### src/lbs_params.svh
// offsets, field positions, reset values and timing counts of the logic block storage
`ifndef LBS_PARAMS_SVH
`define LBS_PARAMS_SVH
`define LBS_ADDR_STORE       4'h0
`define LBS_ADDR_DRIVE       4'h4
`define LBS_ADDR_STATUS      4'h8
`define LBS_F_LATCH          0
`define LBS_F_FALLING        4
`define LBS_F_ALWAYS_EN      8
`define LBS_F_WIPE_OFF       12
`define LBS_F_BYPASS_SEL     16
`define LBS_STORE_W          20
`define LBS_F_TRI_MODE       0
`define LBS_F_PAD_IN_INV     4
`define LBS_F_SKIP_DELAY     5
`define LBS_F_PAD_OUT_INV    6
`define LBS_F_PAD_DIS_INV    7
`define LBS_DRIVE_W          8
`define LBS_STORE_RESET      20'h0_0000
`define LBS_DRIVE_RESET      8'h00
`define LBS_DELAY_TAPS       1
`endif

### src/lbs_pkg.sv
// types shared by the logic block storage and driver design
package lbs_pkg;
    typedef logic [3:0]  lbs_addr_t;   // register port address
    typedef logic [31:0] lbs_word_t;   // register port data
    // whole state of the block, registered in one process
    typedef struct packed {
        logic [19:0] cfg_store;   // storage element configuration
        logic [7:0]  cfg_drive;   // longline and pad configuration
        logic [3:0]  q;           // storage element contents
        logic        pulse_prev;  // last sampled shared pulse level
        logic        pad_s1;      // pad synchroniser stage one
        logic        pad_s2;      // pad synchroniser stage two
        logic        pad_s3;      // pad synchroniser stage three
        logic        pad_filt;    // accepted pad level
        logic        pad_dly;     // one-tap delay stage
        logic        pad_data;    // conditioned pad level to fabric
        logic [3:0]  ll_out;      // longline driver values
        logic [3:0]  ll_oe;       // longline driver enables
        logic [3:0]  ll_keep;     // keeper levels
        logic        pad_o;       // pad output value
        logic        pad_oe;      // pad output enable
        logic [31:0] rdata;       // read data, one cycle
    } lbs_state_s;
endpackage : lbs_pkg

### src/lbs_logic_block.sv
// logic block storage elements, longline drivers and pad signal conditioning
`include "lbs_params.svh"
`timescale 1ns/1ns
`default_nettype none
module lbs_logic_block
    import lbs_pkg::*;
#(
    parameter int N_ELEM = 4   // storage elements and longline drivers
) (
    input  wire logic              I_CORE_CLK,              // 20 MHz core clock
    input  wire logic              I_RST_B,                 // async reset, active low
    input  wire logic [3:0]        I_ADDR,                  // register address
    input  wire logic [31:0]       I_WDATA,                 // register write data
    input  wire logic              I_WR,                    // write strobe
    input  wire logic              I_RD,                    // read strobe
    output logic      [31:0]       O_RDATA,                 // read data, cycle after strobe
    input  wire logic              I_STORAGE_PULSE,         // shared_storage_pulse
    input  wire logic              I_CLOCK_ENABLE,          // shared clock enable, high active
    input  wire logic              I_ASYNC_WIPE,            // async_wipe, high active
    input  wire logic              I_GLOBAL_CLEAR_NET,      // global_clear_net, high active
    input  wire logic [N_ELEM-1:0] I_LUT_OUT,               // lookup function outputs
    input  wire logic [N_ELEM-1:0] I_BYPASS_DATA_IN,        // bypass_data_in
    output logic      [N_ELEM-1:0] O_STORED,                // element contents
    input  wire logic [N_ELEM-1:0] I_DRIVER_IN,             // longline driver inputs
    input  wire logic              I_SHARED_BUFFER_DISABLE, // shared_buffer_disable
    input  wire logic [N_ELEM-1:0] I_LONGLINE_IN,           // resolved longline levels
    output logic      [N_ELEM-1:0] O_LONGLINE_OUT,          // longline driven values
    output logic      [N_ELEM-1:0] O_LONGLINE_OE,           // longline output enables
    output logic      [N_ELEM-1:0] O_LONGLINE_KEEP,         // weak keeper levels
    input  wire logic              I_PAD_IN,                // pad pin level, asynchronous
    output logic                   O_PAD_DATA,              // conditioned pad input to fabric
    input  wire logic              I_PAD_OUT,               // pad output value from fabric
    input  wire logic              I_PAD_DISABLE,           // pad output disable from fabric
    output logic                   O_PAD_O,                 // pad pin output value
    output logic                   O_PAD_OE                 // pad pin output enable
);

    lbs_state_s r_reg;    // registered state
    lbs_state_s r_next;   // next state

    logic [N_ELEM-1:0] latch_mode;   // 1 = level latch
    logic [N_ELEM-1:0] falling;      // 1 = falling edge or low level
    logic [N_ELEM-1:0] always_en;    // 1 = enable ignored
    logic [N_ELEM-1:0] wipe_off;     // 1 = wipe ignored
    logic [N_ELEM-1:0] bypass_sel;   // 1 = bypass data feeds element
    logic [N_ELEM-1:0] tri_mode;     // 1 = driver obeys shared disable
    logic              pulse_rise;   // shared pulse rising this cycle
    logic              pulse_fall;   // shared pulse falling this cycle
    logic              reconfig;     // storage configuration rewritten

    // configuration fields split out for readability
    always_comb begin
        latch_mode = r_reg.cfg_store[`LBS_F_LATCH +: N_ELEM];
        falling    = r_reg.cfg_store[`LBS_F_FALLING +: N_ELEM];
        always_en  = r_reg.cfg_store[`LBS_F_ALWAYS_EN +: N_ELEM];
        wipe_off   = r_reg.cfg_store[`LBS_F_WIPE_OFF +: N_ELEM];
        bypass_sel = r_reg.cfg_store[`LBS_F_BYPASS_SEL +: N_ELEM];
        tri_mode   = r_reg.cfg_drive[`LBS_F_TRI_MODE +: N_ELEM];
    end

    // next-state logic for the whole block
    always_comb begin
        r_next     = r_reg;
        reconfig   = 1'b0;
        pulse_rise = I_STORAGE_PULSE & ~r_reg.pulse_prev;
        pulse_fall = ~I_STORAGE_PULSE & r_reg.pulse_prev;

        // register port: reads answer only in the following cycle
        r_next.rdata = 32'h0000_0000;
        if (I_RD) begin
            unique case (I_ADDR)
                `LBS_ADDR_STORE: begin
                    r_next.rdata = {12'h000, r_reg.cfg_store};
                end
                `LBS_ADDR_DRIVE: begin
                    r_next.rdata = {24'h00_0000, r_reg.cfg_drive};
                end
                `LBS_ADDR_STATUS: begin
                    // live element, driver and pad state
                    r_next.rdata = {19'h0_0000, r_reg.pad_data, r_reg.ll_keep, r_reg.ll_oe, r_reg.q};
                end
                default: begin
                    r_next.rdata = 32'h0000_0000;   // unmapped reads as zero
                end
            endcase
        end
        if (I_WR) begin
            if (I_ADDR == `LBS_ADDR_STORE) begin
                r_next.cfg_store = I_WDATA[`LBS_STORE_W-1:0];
                reconfig         = 1'b1;   // new storage setup counts as reconfiguration
            end else if (I_ADDR == `LBS_ADDR_DRIVE) begin
                r_next.cfg_drive = I_WDATA[`LBS_DRIVE_W-1:0];
            end
        end

        // storage elements: shared pulse and enable, per element options
        r_next.pulse_prev = I_STORAGE_PULSE;
        for (int i = 0; i < N_ELEM; i++) begin
            // enable used as is, no inversion; forced on when unused
            if ((always_en[i] | I_CLOCK_ENABLE)) begin
                if (latch_mode[i]) begin
                    // transparent while the chosen level is present
                    if (falling[i] ? ~I_STORAGE_PULSE : I_STORAGE_PULSE) begin
                        r_next.q[i] = bypass_sel[i] ? I_BYPASS_DATA_IN[i] : I_LUT_OUT[i];
                    end
                end else if (falling[i] ? pulse_fall : pulse_rise) begin
                    r_next.q[i] = bypass_sel[i] ? I_BYPASS_DATA_IN[i] : I_LUT_OUT[i];
                end
            end
            // wipe beats any load; disabled elements ignore it
            if (I_ASYNC_WIPE && !wipe_off[i]) begin
                r_next.q[i] = 1'b0;
            end
            // global clear reaches every element regardless of options
            if (I_GLOBAL_CLEAR_NET || reconfig) begin
                r_next.q[i] = 1'b0;
            end
        end

        // longline drivers: always-on or gated by the shared disable
        for (int i = 0; i < N_ELEM; i++) begin
            r_next.ll_out[i] = I_DRIVER_IN[i];
            r_next.ll_oe[i]  = ~tri_mode[i] | ~I_SHARED_BUFFER_DISABLE;
        end
        // keeper follows the resolved line; an active driver sets that level
        r_next.ll_keep = I_LONGLINE_IN;

        // pad input: filtered sync, optional one tap, optional invert
        r_next.pad_s1 = I_PAD_IN;
        r_next.pad_s2 = r_reg.pad_s1;
        r_next.pad_s3 = r_reg.pad_s2;
        if (r_reg.pad_s2 == r_reg.pad_s3) begin
            r_next.pad_filt = r_reg.pad_s3;   // a change counts once stages agree
        end
        r_next.pad_dly  = r_reg.pad_filt;
        r_next.pad_data = (r_reg.cfg_drive[`LBS_F_SKIP_DELAY] ? r_reg.pad_filt : r_reg.pad_dly)
                          ^ r_reg.cfg_drive[`LBS_F_PAD_IN_INV];

        // pad output: per pad polarity of value and disable
        r_next.pad_o  = I_PAD_OUT ^ r_reg.cfg_drive[`LBS_F_PAD_OUT_INV];
        r_next.pad_oe = ~(I_PAD_DISABLE ^ r_reg.cfg_drive[`LBS_F_PAD_DIS_INV]);
    end

    // state register; power-up reset clears elements and configuration
    always_ff @(posedge I_CORE_CLK or negedge I_RST_B) begin
        if (!I_RST_B) begin
            r_reg           <= '0;
            r_reg.cfg_store <= `LBS_STORE_RESET;
            r_reg.cfg_drive <= `LBS_DRIVE_RESET;
        end else begin
            r_reg <= r_next;
        end
    end

    // outputs straight from the state register; pad path has no user storage
    always_comb begin
        O_RDATA         = r_reg.rdata;
        O_STORED        = r_reg.q;
        O_LONGLINE_OUT  = r_reg.ll_out;
        O_LONGLINE_OE   = r_reg.ll_oe;
        O_LONGLINE_KEEP = r_reg.ll_keep;
        O_PAD_DATA      = r_reg.pad_data;
        O_PAD_O         = r_reg.pad_o;
        O_PAD_OE        = r_reg.pad_oe;
    end

endmodule // lbs_logic_block
`default_nettype wire

### config.mk
export PLATFORM = sky130hd
export DESIGN_NAME = lbs_logic_block
export DESIGN_NICKNAME = d
export VERILOG_FILES = /design/src/lbs_pkg.sv /design/src/lbs_logic_block.sv
export VERILOG_INCLUDE_DIRS = /design/src
export SDC_FILE = /design/constraint.sdc
export NUM_CORES = 1
export LEC_CHECK = 0
export ABC_AREA = 1
export BUFFER_PORTS_ARGS = -buffer_cell sky130_fd_sc_hd__buf_2
export CAP_MARGIN = 20
export CORE_MARGIN = 3
export CORE_UTILIZATION = 47
export CTS_BUF_LIST = sky130_fd_sc_hd__clkbuf_2
export DETAILED_ROUTE_END_ITERATION = 7
export PLACE_DENSITY = 0.9
export SLEW_MARGIN = 20
export SYNTH_ARGS = -nofsm -noshare
export SYNTH_HDL_FRONTEND = slang
export SYNTH_SLANG_ARGS = --single-unit
### constraint.sdc
create_clock -name I_CORE_CLK -period 0.9 [get_ports I_CORE_CLK]
set_input_delay 0.045 -clock I_CORE_CLK [delete_from_list [all_inputs] [get_ports I_CORE_CLK]]
set_output_delay 0.045 -clock I_CORE_CLK [all_outputs]
set_load 0.01 [all_outputs]
==> results of run 1 <==
==> final cells by class <==
| class | instances | share of cell area |
|---|---|---|
| tap | 93 | 0.02485 |
| clock buffer | 9 | 0.009621 |
| clock inverter | 7 | 0.01309 |
| multi-input combinational | 226 | 0.2362 |
| timing repair buffer | 179 | 0.2956 |
| sequential | 73 | 0.3904 |
| inverter | 37 | 0.03020 |
==> stage by stage <==
step | utilization | std cells | hold WS, ns | setup WS [ns] | setup TNS (ns)
final | 0.7090 | 624 | -0.05389 | -0.3944 | -11.94
after global routing | 0.7090 | 624 | -0.08212 | -0.4571 | -14.65
after CTS | 0.6669 | 619 | -0.1094 | -0.2950 | -11.19
after detailed placement | 0.5648 | 545 | -0.08206 | -0.1441 | -2.295
after global placement | 0.5648 | 545 | -0.08237 | -0.09603 | -1.387
after floorplan | - | 393 | -0.2506 | 0.007782 | 0
==> critical path, delay by kind of cell (launching register included) <==
kind | cells | cell delay, ns
AND/OR/NAND/NOR | 4 | 0.52
AO/OA/AOI/OAI | 1 | 0.18
buffers and inverters | 1 | 0.09
flip-flops | 1 | 0.48
==> synth_stat cells <==
cell type / count / share of area
buf_2: 5 / 0.0076
xnor2_1: 1 / 0.0026
o21ai_0: 1 / 0.0015
a21oi_1: 28 / 0.042
nand3_1: 22 / 0.033
maj3_1: 1 / 0.0030
inv_1: 37 / 0.042
nor2_4: 3 / 0.010
conb_1: 1 / 0.0011
buf_4: 49 / 0.11
nand2_1: 117 / 0.13
xor2_1: 2 / 0.0053
nor2_2: 1 / 0.0019
nand2_2: 1 / 0.0019
dfrtp_1: 73 / 0.55
o21ai_1: 1 / 0.0015
buf_6: 3 / 0.010
nor2_1: 36 / 0.041
==> kinds of logic (layout without fill, tap and decap cells) <==
kind of cell    count (synthesis)  in the layout  synth area share
fa+ha+maj                       1              1          0.003021
simple gates                  180            180            0.2205
buf+inv                        94            232            0.1707
xor+xnor                        3              3          0.007932
other cells                     1             12          0.001132
flops                          73             73            0.5514
compound gates                 30             30           0.04531
==> per-layer routing <==
| metal | part of all wire | up-vias | track usage |
|---|---|---|---|
| li1 | - | 1394 | - |
| met1 | 0.34 | 1485 | 0.2586 |
| met2 | 0.51 | 219 | 0.4254 |
| met3 | 0.081 | 69 | 0.07930 |
| met4 | 0.066 | 0 | 0.1161 |
| met5 | 0 | - | 0 |
==> worst paths after layout <==
check | from | to | slack, ns
min | I_ADDR[0] | O_RDATA[10] | -0.05
max reg2reg | falling[2] | O_STORED[2] | -0.39
min reg2reg | r_next[50] | r_next[49] | 0.39
max | falling[2] | O_STORED[2] | -0.39
min in group asynchronous | I_RST_B | r_reg[59] | 0.10
max in group asynchronous | I_RST_B | r_reg[52] | -0.02
==> what timing repair did <==
item,in CTS,in global routing
setup endpoints to repair,45,72
pin swaps,0,27
gates resized for setup,3,73
setup buffers,8,10
endpoints found under the hold margin,138,3
==> where the power goes <==
group / internal [mW] / total, mW / switching, mW
sequential: 3.67 / 3.99 / 0.323
combinational: 0.954 / 2.00 / 1.05
clock: 0.417 / 1.79 / 1.37
total: 5.04 / 7.79 / 2.74
==> implementation parameters, run 1 <==
Parameter                              Value

Run status
  Outcome ... finished with violations
  Failing checks ... hold timing, setup timing

Die
  Initial core utilization ... 0.5017
  Die width ... 89.96 µm
  Full die area ... 8093 µm²
  Number of top-level design ports ... 115
  Number of placement rows ... 29
  Standard cell core area ... 6604 µm²
  Floorplan die height ... 89.96 µm

Drt
  Length of the first detailed-routing pass in iterations ... 5
  Residual antenna-violating net count after detailed routing ... 0
  Total Routed Length ... 10490 µm
  Iteration-0 DRC count of the detailed router ... 288
  Post-detailed-route wirelength per cell ... 16.81 µm
  Number of remaining DRC errors ... 0
  Via count of the routed design ... 3167
  Via density ... 5.075

Final layout
  Net total in the final layout ... 590
  Largest register FFs ... 20
  Fraction of final layout cells with drive strength greater than 1 ... 0.3766
  Area added between synthesis and finish ... 41.31%
  Most frequent standard cell in the layout excluding fill and tap cells ... nand2_1
  Most frequent cells in the layout ... nand2_1, buf_2, dfrtp_1
  Area of combinational cells with multiple inputs ... 1106 µm²
  Number of inserted filler cells in the final layout ... 469
  Final instance area ... 4682 µm²
  Flip-flop and latch area ... 1828 µm²
  Count of inserted antenna diode cells ... 0

Critical path
  Max FO, Critical Path ... 3
  CP cell instances ... inv_1 -> nor2_1 -> nand2_2 -> nand2_2 -> nand3_1 -> a21oi_2
  Largest stage delay on the critical path ... 0.48 ns
  Critical Path End Type ... register
  Cell with the largest stage delay on the worst path ... dfrtp_1
  Type of the setup path with the least slack ... register to register
  Path depth of the worst reg2reg path ... 6
  Data required time of the worst path ... 1.43 ns
  Data arrival time of the critical path ... 1.82 ns
  Crit-path most repeated cell ... nand2_2
  Sort of element at the start of the critical path ... register

Timing
  Number of failing hold endpoints at the final stage ... 2
  Setup Skew ... 0.04027 ns
  Post-route setup slack ... -0.3944 ns
  Max Clk Rate ... 0.7726 GHz
  Unrepaired setup endpoints after global routing ... true
  Worst hold margin ... -0.05389 ns
  Max-slew violations ... 0
  Setup-failing EPs final ... 59
  Part of the cycle the worst path needs ... 1.438
  Final critical path time including I/O delays and setup ... 1.294 ns
  Worst relative slew slack ... 0.6373
  Measured slew at the worst slew-check pin ... 0.5441 ns

Global routing
  Largest net degree at the start of global routing ... 42
  Residual overflow from global routing ... 0
  Via count of the first global-routing pass ... 3152
  Total GRT Usage ... 0.2404
  Number of antenna violations at the first check in global routing ... 0
  Wire length of the first global-routing pass ... 15180 µm

Clock tree
  Post-CTS Hold Buffers ... 50
  Clock tree root driver cell ... clkbuf_2
  Latest clock arrival within the worst-skew pair ... 0.58 ns
  H-tree depth reported by CTS ... 3
  Reg clk slew, reported paths ... 0.26 ns
  Clock sink total ... 73
  Number of buffers on the longest clock path ... 2
  Clock tree from TritonCTS ... built
  TritonCTS Buffers ... 9

Logic synthesis
  Post-synthesis instance area ... 3313 µm²
  Post-synthesis cell count ... 382
  Proportion of synthesized chip area in sequential cells ... 0.5514
  Syn avg cell area ... 8.673 µm²
  Count of unique library cells instantiated by Yosys ... 18
  Syn. warnings ... 0
  Yosys reg bits ... 73

Place
  Area of placed instances ... 3730 µm²
  Number of buffer cells added on primary ports ... 90
  DP HPWL ... 5650 µm
  Global placement routability congestion ... 0.9059

Flow run
  Count of maximum capacitance violations ... 0

Power and ir drop
  Sum of internal, switching and leakage power ... 7.786 mW
  P per Cell Area ... 1663 nW/µm²
  Leakage power total ... 2.593 nW
  Max VDD drop ... 1.204 mV

Hold path
  Worst min-delay path category ... input port to register
  Worst hold path stage count ... 6
Power figures use the tool's default switching activity.
==> inputs of run 2 (changes only) <==
--- a/config.mk
+++ b/config.mk
@@ -9,11 +9,12 @@
 export ABC_AREA = 1
 export BUFFER_PORTS_ARGS = -buffer_cell sky130_fd_sc_hd__buf_2
 export CAP_MARGIN = 20
-export CORE_MARGIN = 3
+export CORE_MARGIN = 2
 export CORE_UTILIZATION = 47
 export CTS_BUF_LIST = sky130_fd_sc_hd__clkbuf_2
 export DETAILED_ROUTE_END_ITERATION = 7
 export PLACE_DENSITY = 0.9
+export RECOVER_POWER = 25
 export SLEW_MARGIN = 20
 export SYNTH_ARGS = -nofsm -noshare
 export SYNTH_HDL_FRONTEND = slang
==> implementation parameters, run 2 (synthesis gave the netlist of run 1 again) <==
Parameter                              Value

Timing
  Part of the cycle the worst path needs ... 1.271 (-0.1668)
  Worst relative slew slack ... 0.5828 (-0.05446)
  Final critical path time including I/O delays and setup ... 1.144 ns (-0.1501 ns)
  Post-route setup slack ... -0.2443 ns (+0.1501 ns)
  Worst hold margin ... -0.08806 ns (-0.03417 ns)
  Setup Skew ... 0.02638 ns (-0.01389 ns)
  Measured slew at the worst slew-check pin ... 0.6258 ns (+0.08170 ns)
  Unrepaired setup endpoints after global routing ... true
  Setup-failing EPs final ... 45 (-24%)
  Max-slew violations ... 0 (unchanged)
  Max Clk Rate ... 0.8739 GHz (+13%)
  Number of failing hold endpoints at the final stage ... 3 (+1)

Die
  Full die area ... 7737 µm² (-4.4%)
  Number of placement rows ... 30 (+3.4%)
  Standard cell core area ... 6794 µm² (+2.9%)
  Die width ... 87.96 µm (-2.2%)
  Number of top-level design ports ... 115 (unchanged)
  Initial core utilization ... 0.4877 (-0.01404)
  Floorplan die height ... 87.96 µm (-2.2%)

Hold path
  Worst min-delay path category ... input port to register
  Worst hold path stage count ... 5 (-1)

Power and ir drop
  Share of power burned in combinational logic ... 0.252 (-0.005)
  Leakage power total ... 2.537 nW (-2.1%)
  P per Cell Area ... 1582 nW/µm² (-4.8%)
  Net Sw Frac ... 0.3150 (-0.03730)
  Portion of total power attributed to sequential cells ... 0.550 (+0.037)
  Clock share of power ... 0.199 (-0.031)
  Net Switching ... 2.248 mW (-18%)
  Max VDD drop ... 0.8617 mV (-28%)
  Internal power component ... 4.890 mW (-3.0%)

Clock tree
  Clock sink total ... 73 (unchanged)
  Post-CTS Hold Buffers ... 48 (-4.0%)
  TritonCTS Buffers ... 9 (unchanged)
  H-tree depth reported by CTS ... 3 (unchanged)
  Reg clk slew, reported paths ... 0.20 ns (-0.06 ns)
  Clock tree from TritonCTS ... built
  Latest clock arrival within the worst-skew pair ... 0.51 ns (-0.07 ns)
  Number of buffers on the longest clock path ... 2 (unchanged)
  Clock tree root driver cell ... clkbuf_2

Global routing
  Wire length of the first global-routing pass ... 13040 µm (-14%)
  Largest net degree at the start of global routing ... 29 (-31%)
  Via count of the first global-routing pass ... 2793 (-11%)
  Number of antenna violations at the first check in global routing ... 0 (unchanged)
  Total GRT Usage ... 0.2276 (-0.01283)
  Residual overflow from global routing ... 0 (unchanged)

Final layout
  Flip-flop and latch area ... 1827 µm² (about the same)
  Share of the core filled with cells ... 0.6639 (-0.04508)
  Most frequent standard cell in the layout excluding fill and tap cells ... nand2_1
  Largest register FFs ... 20 (unchanged)
  Most frequent cells in the layout ... nand2_1, buf_2, dfrtp_1
  Fraction of final layout cells with drive strength greater than 1 ... 0.3289 (-0.04775)
  Number of inserted filler cells in the final layout ... 510 (+8.7%)
  Area added between synthesis and finish ... 36.14%
  Area of combinational cells with multiple inputs ... 1054 µm² (-4.8%)
  Count of inserted antenna diode cells ... 0 (unchanged)
  Net total in the final layout ... 586 (-0.68%)

Drt
  Residual antenna-violating net count after detailed routing ... 0 (unchanged)
  Total Routed Length ... 8420 µm (-20%)
  Iteration-0 DRC count of the detailed router ... 170 (-41%)
  Via density ... 4.630 (-8.8%)
  Length of the first detailed-routing pass in iterations ... 4 (-1)
  Post-detailed-route wirelength per cell ... 13.54 µm (-19%)
  Via count of the routed design ... 2880 (-9.1%)
  Number of remaining DRC errors ... 0 (unchanged)

Critical path
  Cell with the largest stage delay on the worst path ... dfrtp_1
  Largest stage delay on the critical path ... 0.44 ns (-0.04 ns)
  Sort of element at the start of the critical path ... register
  Type of the setup path with the least slack ... register to output port
  Critical Path End Type ... output port
  Buf/Inv on CP ... 1 (unchanged)
  CP delay by family, top ... flip-flops
  Path depth of the worst reg2reg path ... 6 (unchanged)
  Max FO, Critical Path ... 2 (-1)
  Data required time of the worst path ... 0.85 ns (-0.58 ns)
  CP cell instances ... buf_2
  CP Depth ... 1 (-5)
  Data arrival time of the critical path ... 1.10 ns (-0.72 ns)

Run status
  Failing checks ... hold timing, setup timing
  Outcome ... finished with violations

Place
  DP HPWL ... 5445 µm (-3.6%)
  Number of buffer cells added on primary ports ... 90 (unchanged)
  Global placement routability congestion ... 0.8561 (-5.5%)
  Setup slack at placement ... -0.1652 ns (-0.02118 ns)

Flow run
  Count of maximum capacitance violations ... 0 (unchanged)
run 2: changes by cell type in the layout (fill, tap and decap cells not counted), sizes merged:
cell and delta:
clkinvlp -2, dlygate4sd3 -1, dlymetal6s4s -1, buf -4, clkbuf +3, inv -4
clkinv +4
run 2: final cells by class:
class / instances / share of cell area
Clock buffer: 10 / 0.01110
Clock inverter: 5 / 0.005270
Inverter: 37 / 0.03079
Multi-Input combinational cell: 226 / 0.2336
Sequential cell: 73 / 0.4050
Tap cell: 96 / 0.02663
Timing Repair Buffer: 175 / 0.2877
run 2: metrics by stage:
step	cells	instance area [µm²]	total power [mW]	setup TNS, ns
CTS	618	4355	6.979	-9.894
finish	622	4511	7.138	-8.586
floorplan	393	3354	4.730	0
global route	622	4511	7.521	-12.20
detailed placement	547	3726	5.323	-4.101
global placement	547	3726	5.267	-2.917
run 2: final timing paths:
check / from / to / slack (ns)
hold / removal: I_ADDR[3] / O_RDATA[11] / -0.09
min in group asynchronous: I_RST_B / always_en[1] / 0.04
hold reg to reg: r_next[50] / r_next[49] / 0.38
setup / recovery: O_STORED[2] / O_STORED[2] / -0.24
setup reg to reg: r_reg[52] / O_STORED[2] / -0.24
max in group asynchronous: I_RST_B / r_reg[60] / 0.08
run 2: power groups by stage:
stage | clock, mW | combinational, mW | sequential, mW
finish | 1.42 | 1.80 | 3.92
global route | 1.58 | 1.98 | 3.96
CTS | 1.48 | 1.60 | 3.90
detailed placement | 0 | 1.34 | 3.98
global placement | 0 | 1.29 | 3.97
floorplan | 0 | 0.803 | 3.93
run 2: routing by layer:
layer | up-vias | track usage | part of all wire
li1 | 1384 | - | -
met3 | 31 | 0.05749 | 0.057
met5 | - | 0 | 0
met1 | 1348 | 0.2630 | 0.38
met4 | 0 | 0.1413 | 0.039
met2 | 117 | 0.3788 | 0.52
run 2: repair_timing:
item                                   in CTS  in global routing
setup endpoints to repair                  45                 66
resized for setup                           5                 37
endpoints found under the hold margin     138                 23
pin swaps                                   1                 13
buffers inserted                            8                  9
==> inputs of run 3 (changes only) <==
--- a/config.mk
+++ b/config.mk
@@ -15,6 +15,7 @@
 export DETAILED_ROUTE_END_ITERATION = 7
 export PLACE_DENSITY = 0.9
 export RECOVER_POWER = 25
+export SKIP_CTS_REPAIR_TIMING = 1
 export SLEW_MARGIN = 20
 export SYNTH_ARGS = -nofsm -noshare
 export SYNTH_HDL_FRONTEND = slang
==> implementation parameters, run 3 (synthesis gave the netlist of run 1 again) <==
Parameter                              Value

Timing
  Max-slew violations ... 0 (unchanged)
  Measured slew at the worst slew-check pin ... 0.6877 ns (+0.06194 ns)
  Setup Skew ... 0.03078 ns (+0.004397 ns)
  Final critical path time including I/O delays and setup ... 1.142 ns (-0.001874 ns)
  Post-route setup slack ... -0.2424 ns (+0.001874 ns)
  Worst relative slew slack ... 0.5415 (-0.04129)
  Max Clk Rate ... 0.8753 GHz (+0.16%)
  Part of the cycle the worst path needs ... 1.269 (-0.002082)
  Unrepaired setup endpoints after global routing ... true
  Number of failing hold endpoints at the final stage ... 0 (-3)
  Setup-failing EPs final ... 52 (+16%)

Clock tree
  Reg clk slew, reported paths ... 0.19 ns (about the same)
  Number of buffers on the longest clock path ... 2 (unchanged)
  Clock tree root driver cell ... clkbuf_2
  TritonCTS Buffers ... 9 (unchanged)
  Clock tree from TritonCTS ... built
  Latest clock arrival within the worst-skew pair ... 0.50 ns (about the same)
  Clock sink total ... 73 (unchanged)
  H-tree depth reported by CTS ... 3 (unchanged)

Die
  Die width ... 87.96 µm (unchanged)
  Initial core utilization ... 0.4877 (unchanged)
  Number of placement rows ... 30 (unchanged)
  Floorplan die height ... 87.96 µm (unchanged)
  Number of top-level design ports ... 115 (unchanged)
  Full die area ... 7737 µm² (unchanged)
  Standard cell core area ... 6794 µm² (unchanged)

Critical path
  Data required time of the worst path ... 0.85 ns (about the same)
  CP delay by family, top ... flip-flops
  Sort of element at the start of the critical path ... register
  Max FO, Critical Path ... 3 (+1)
  Type of the setup path with the least slack ... register to output port
  Data arrival time of the critical path ... 1.10 ns (about the same)
  Critical Path End Type ... output port
  Cell with the largest stage delay on the worst path ... dfrtp_1
  Buf/Inv on CP ... 1 (unchanged)
  CP cell instances ... buf_2
  Largest stage delay on the critical path ... 0.45 ns (about the same)

Final layout
  Area added between synthesis and finish ... 34.59%
  Net total in the final layout ... 582 (-0.68%)
  Largest register FFs ... 20 (unchanged)
  Most frequent cells in the layout ... nand2_1, buf_2, dfrtp_1
  Share of the core filled with cells ... 0.6564 (-0.007550)
  Fraction of final layout cells with drive strength greater than 1 ... 0.3238 (-0.005143)
  Non-filler instance count after layout ... 618 (-0.64%)
  Count of inserted antenna diode cells ... 0 (unchanged)
  Most frequent standard cell in the layout excluding fill and tap cells ... nand2_1

Flow run
  Count of maximum capacitance violations ... 0 (unchanged)

Drt
  Number of remaining DRC errors ... 0 (unchanged)
  Length of the first detailed-routing pass in iterations ... 4 (unchanged)
  Post-detailed-route wirelength per cell ... 13.48 µm (-0.39%)
  Via count of the routed design ... 2879 (-0.035%)
  Via density ... 4.659 (+0.61%)
  Total Routed Length ... 8333 µm (-1.0%)
  Iteration-0 DRC count of the detailed router ... 170 (unchanged)
  Residual antenna-violating net count after detailed routing ... 0 (unchanged)

Place
  Global placement routability congestion ... 0.8561 (unchanged)
  Placed Cells incl. Taps ... 547 (unchanged)
  DP HPWL ... 5445 µm (unchanged)
  Number of buffer cells added on primary ports ... 90 (unchanged)

Power and ir drop
  Net Sw Frac ... 0.3158 (+0.0008142)
  Net Switching ... 2.236 mW (-0.54%)
  Portion of total power attributed to sequential cells ... 0.554 (+0.004)
  Sum of internal, switching and leakage power ... 7.081 mW (-0.80%)
  Share of power burned in combinational logic ... 0.244 (-0.008)
  Internal power component ... 4.845 mW (-0.92%)
  Clock share of power ... 0.202 (+0.003)
  P per Cell Area ... 1588 nW/µm² (+0.34%)
  Leakage power total ... 2.495 nW (-1.7%)
  Max VDD drop ... 0.8648 mV (+0.36%)

Hold path
  Worst min-delay path category ... input port to register

Global routing
  Number of antenna violations at the first check in global routing ... 0 (unchanged)
  Residual overflow from global routing ... 0 (unchanged)
  Via count of the first global-routing pass ... 2457 (-12%)
  Total GRT Usage ... 0.1917 (-0.03589)
  Largest net degree at the start of global routing ... 29 (unchanged)
  Wire length of the first global-routing pass ... 11020 µm (-16%)

Run status
  Outcome ... finished with violations
  Failing checks ... setup timing
run 3: metal layers:
metal | vias to the layer above | global-route usage | routed length (µm)
li1 | 1380 | - | -
met1 | 1351 | 0.2328 | 3337
met2 | 118 | 0.3120 | 4282
met3 | 30 | 0.04524 | 395
met4 | 0 | 0.1119 | 317
met5 | - | 0 | 0
run 3: worst register-to-register path, cell delays in order (launching register included):
cell and delay, ns:
dfrtp_1 0.47, inv_2 0.12, nand2_2 0.06, nand2_2 0.05, nand2_2 0.07, nand2_1 0.06, nand2_1 0.07, a21oi_2 0.14
run 3: path summary, 6_finish.rpt:
kind | slack [ns] | from | cells past startpoint | endpoint
setup reg to reg | -0.17 | r_reg[52] | 7 | O_STORED[2]
max in group asynchronous | 0.19 | I_RST_B | 3 | r_reg[49]
setup / recovery | -0.24 | O_STORED[3] | 1 | O_STORED[3]
min in group asynchronous | 0.09 | I_RST_B | 2 | O_PAD_O
hold reg to reg | 0.38 | r_next[50] | 0 | r_next[49]
hold / removal | 0.02 | I_ADDR[0] | 6 | O_RDATA[10]
run 3: layout make-up:
cell class | count | area [µm²]
Sequential cell | 73 | 1827
Inverter | 37 | 138.9
Timing Repair Buffer | 171 | 1256
Clock buffer | 10 | 50.05
Multi-Input combinational cell | 226 | 1044
Tap cell | 96 | 120.1
Clock inverter | 5 | 23.77
Fill cell | 547 | 2335
run 3: power groups by stage:
| stage | combinational, mW | sequential [mW] | clock, mW |
|---|---|---|---|
| 6_report | 1.73 | 3.92 | 1.43 |
| 3_5_place_dp | 1.34 | 3.98 | 0 |
| 4_1_cts | 1.35 | 3.91 | 1.48 |
| 3_3_place_gp | 1.29 | 3.97 | 0 |
| 2_1_floorplan | 0.803 | 3.93 | 0 |
| 5_1_grt | 1.92 | 3.96 | 1.60 |
run 3: through the flow:
step                      instance area (µm²)  hold WS (ns)  TNS (ns)  setup WS (ns)
after floorplan                          3354       -0.2506         0       0.007782
after global placement                   3726      -0.03316    -2.917        -0.1541
after detailed placement                 3726      -0.02597    -4.101        -0.1652
after CTS                                3800       -0.6270    -9.820        -0.3065
after global routing                     4459      0.006433    -11.92        -0.3125
final                                    4459       0.01534    -8.548        -0.2424
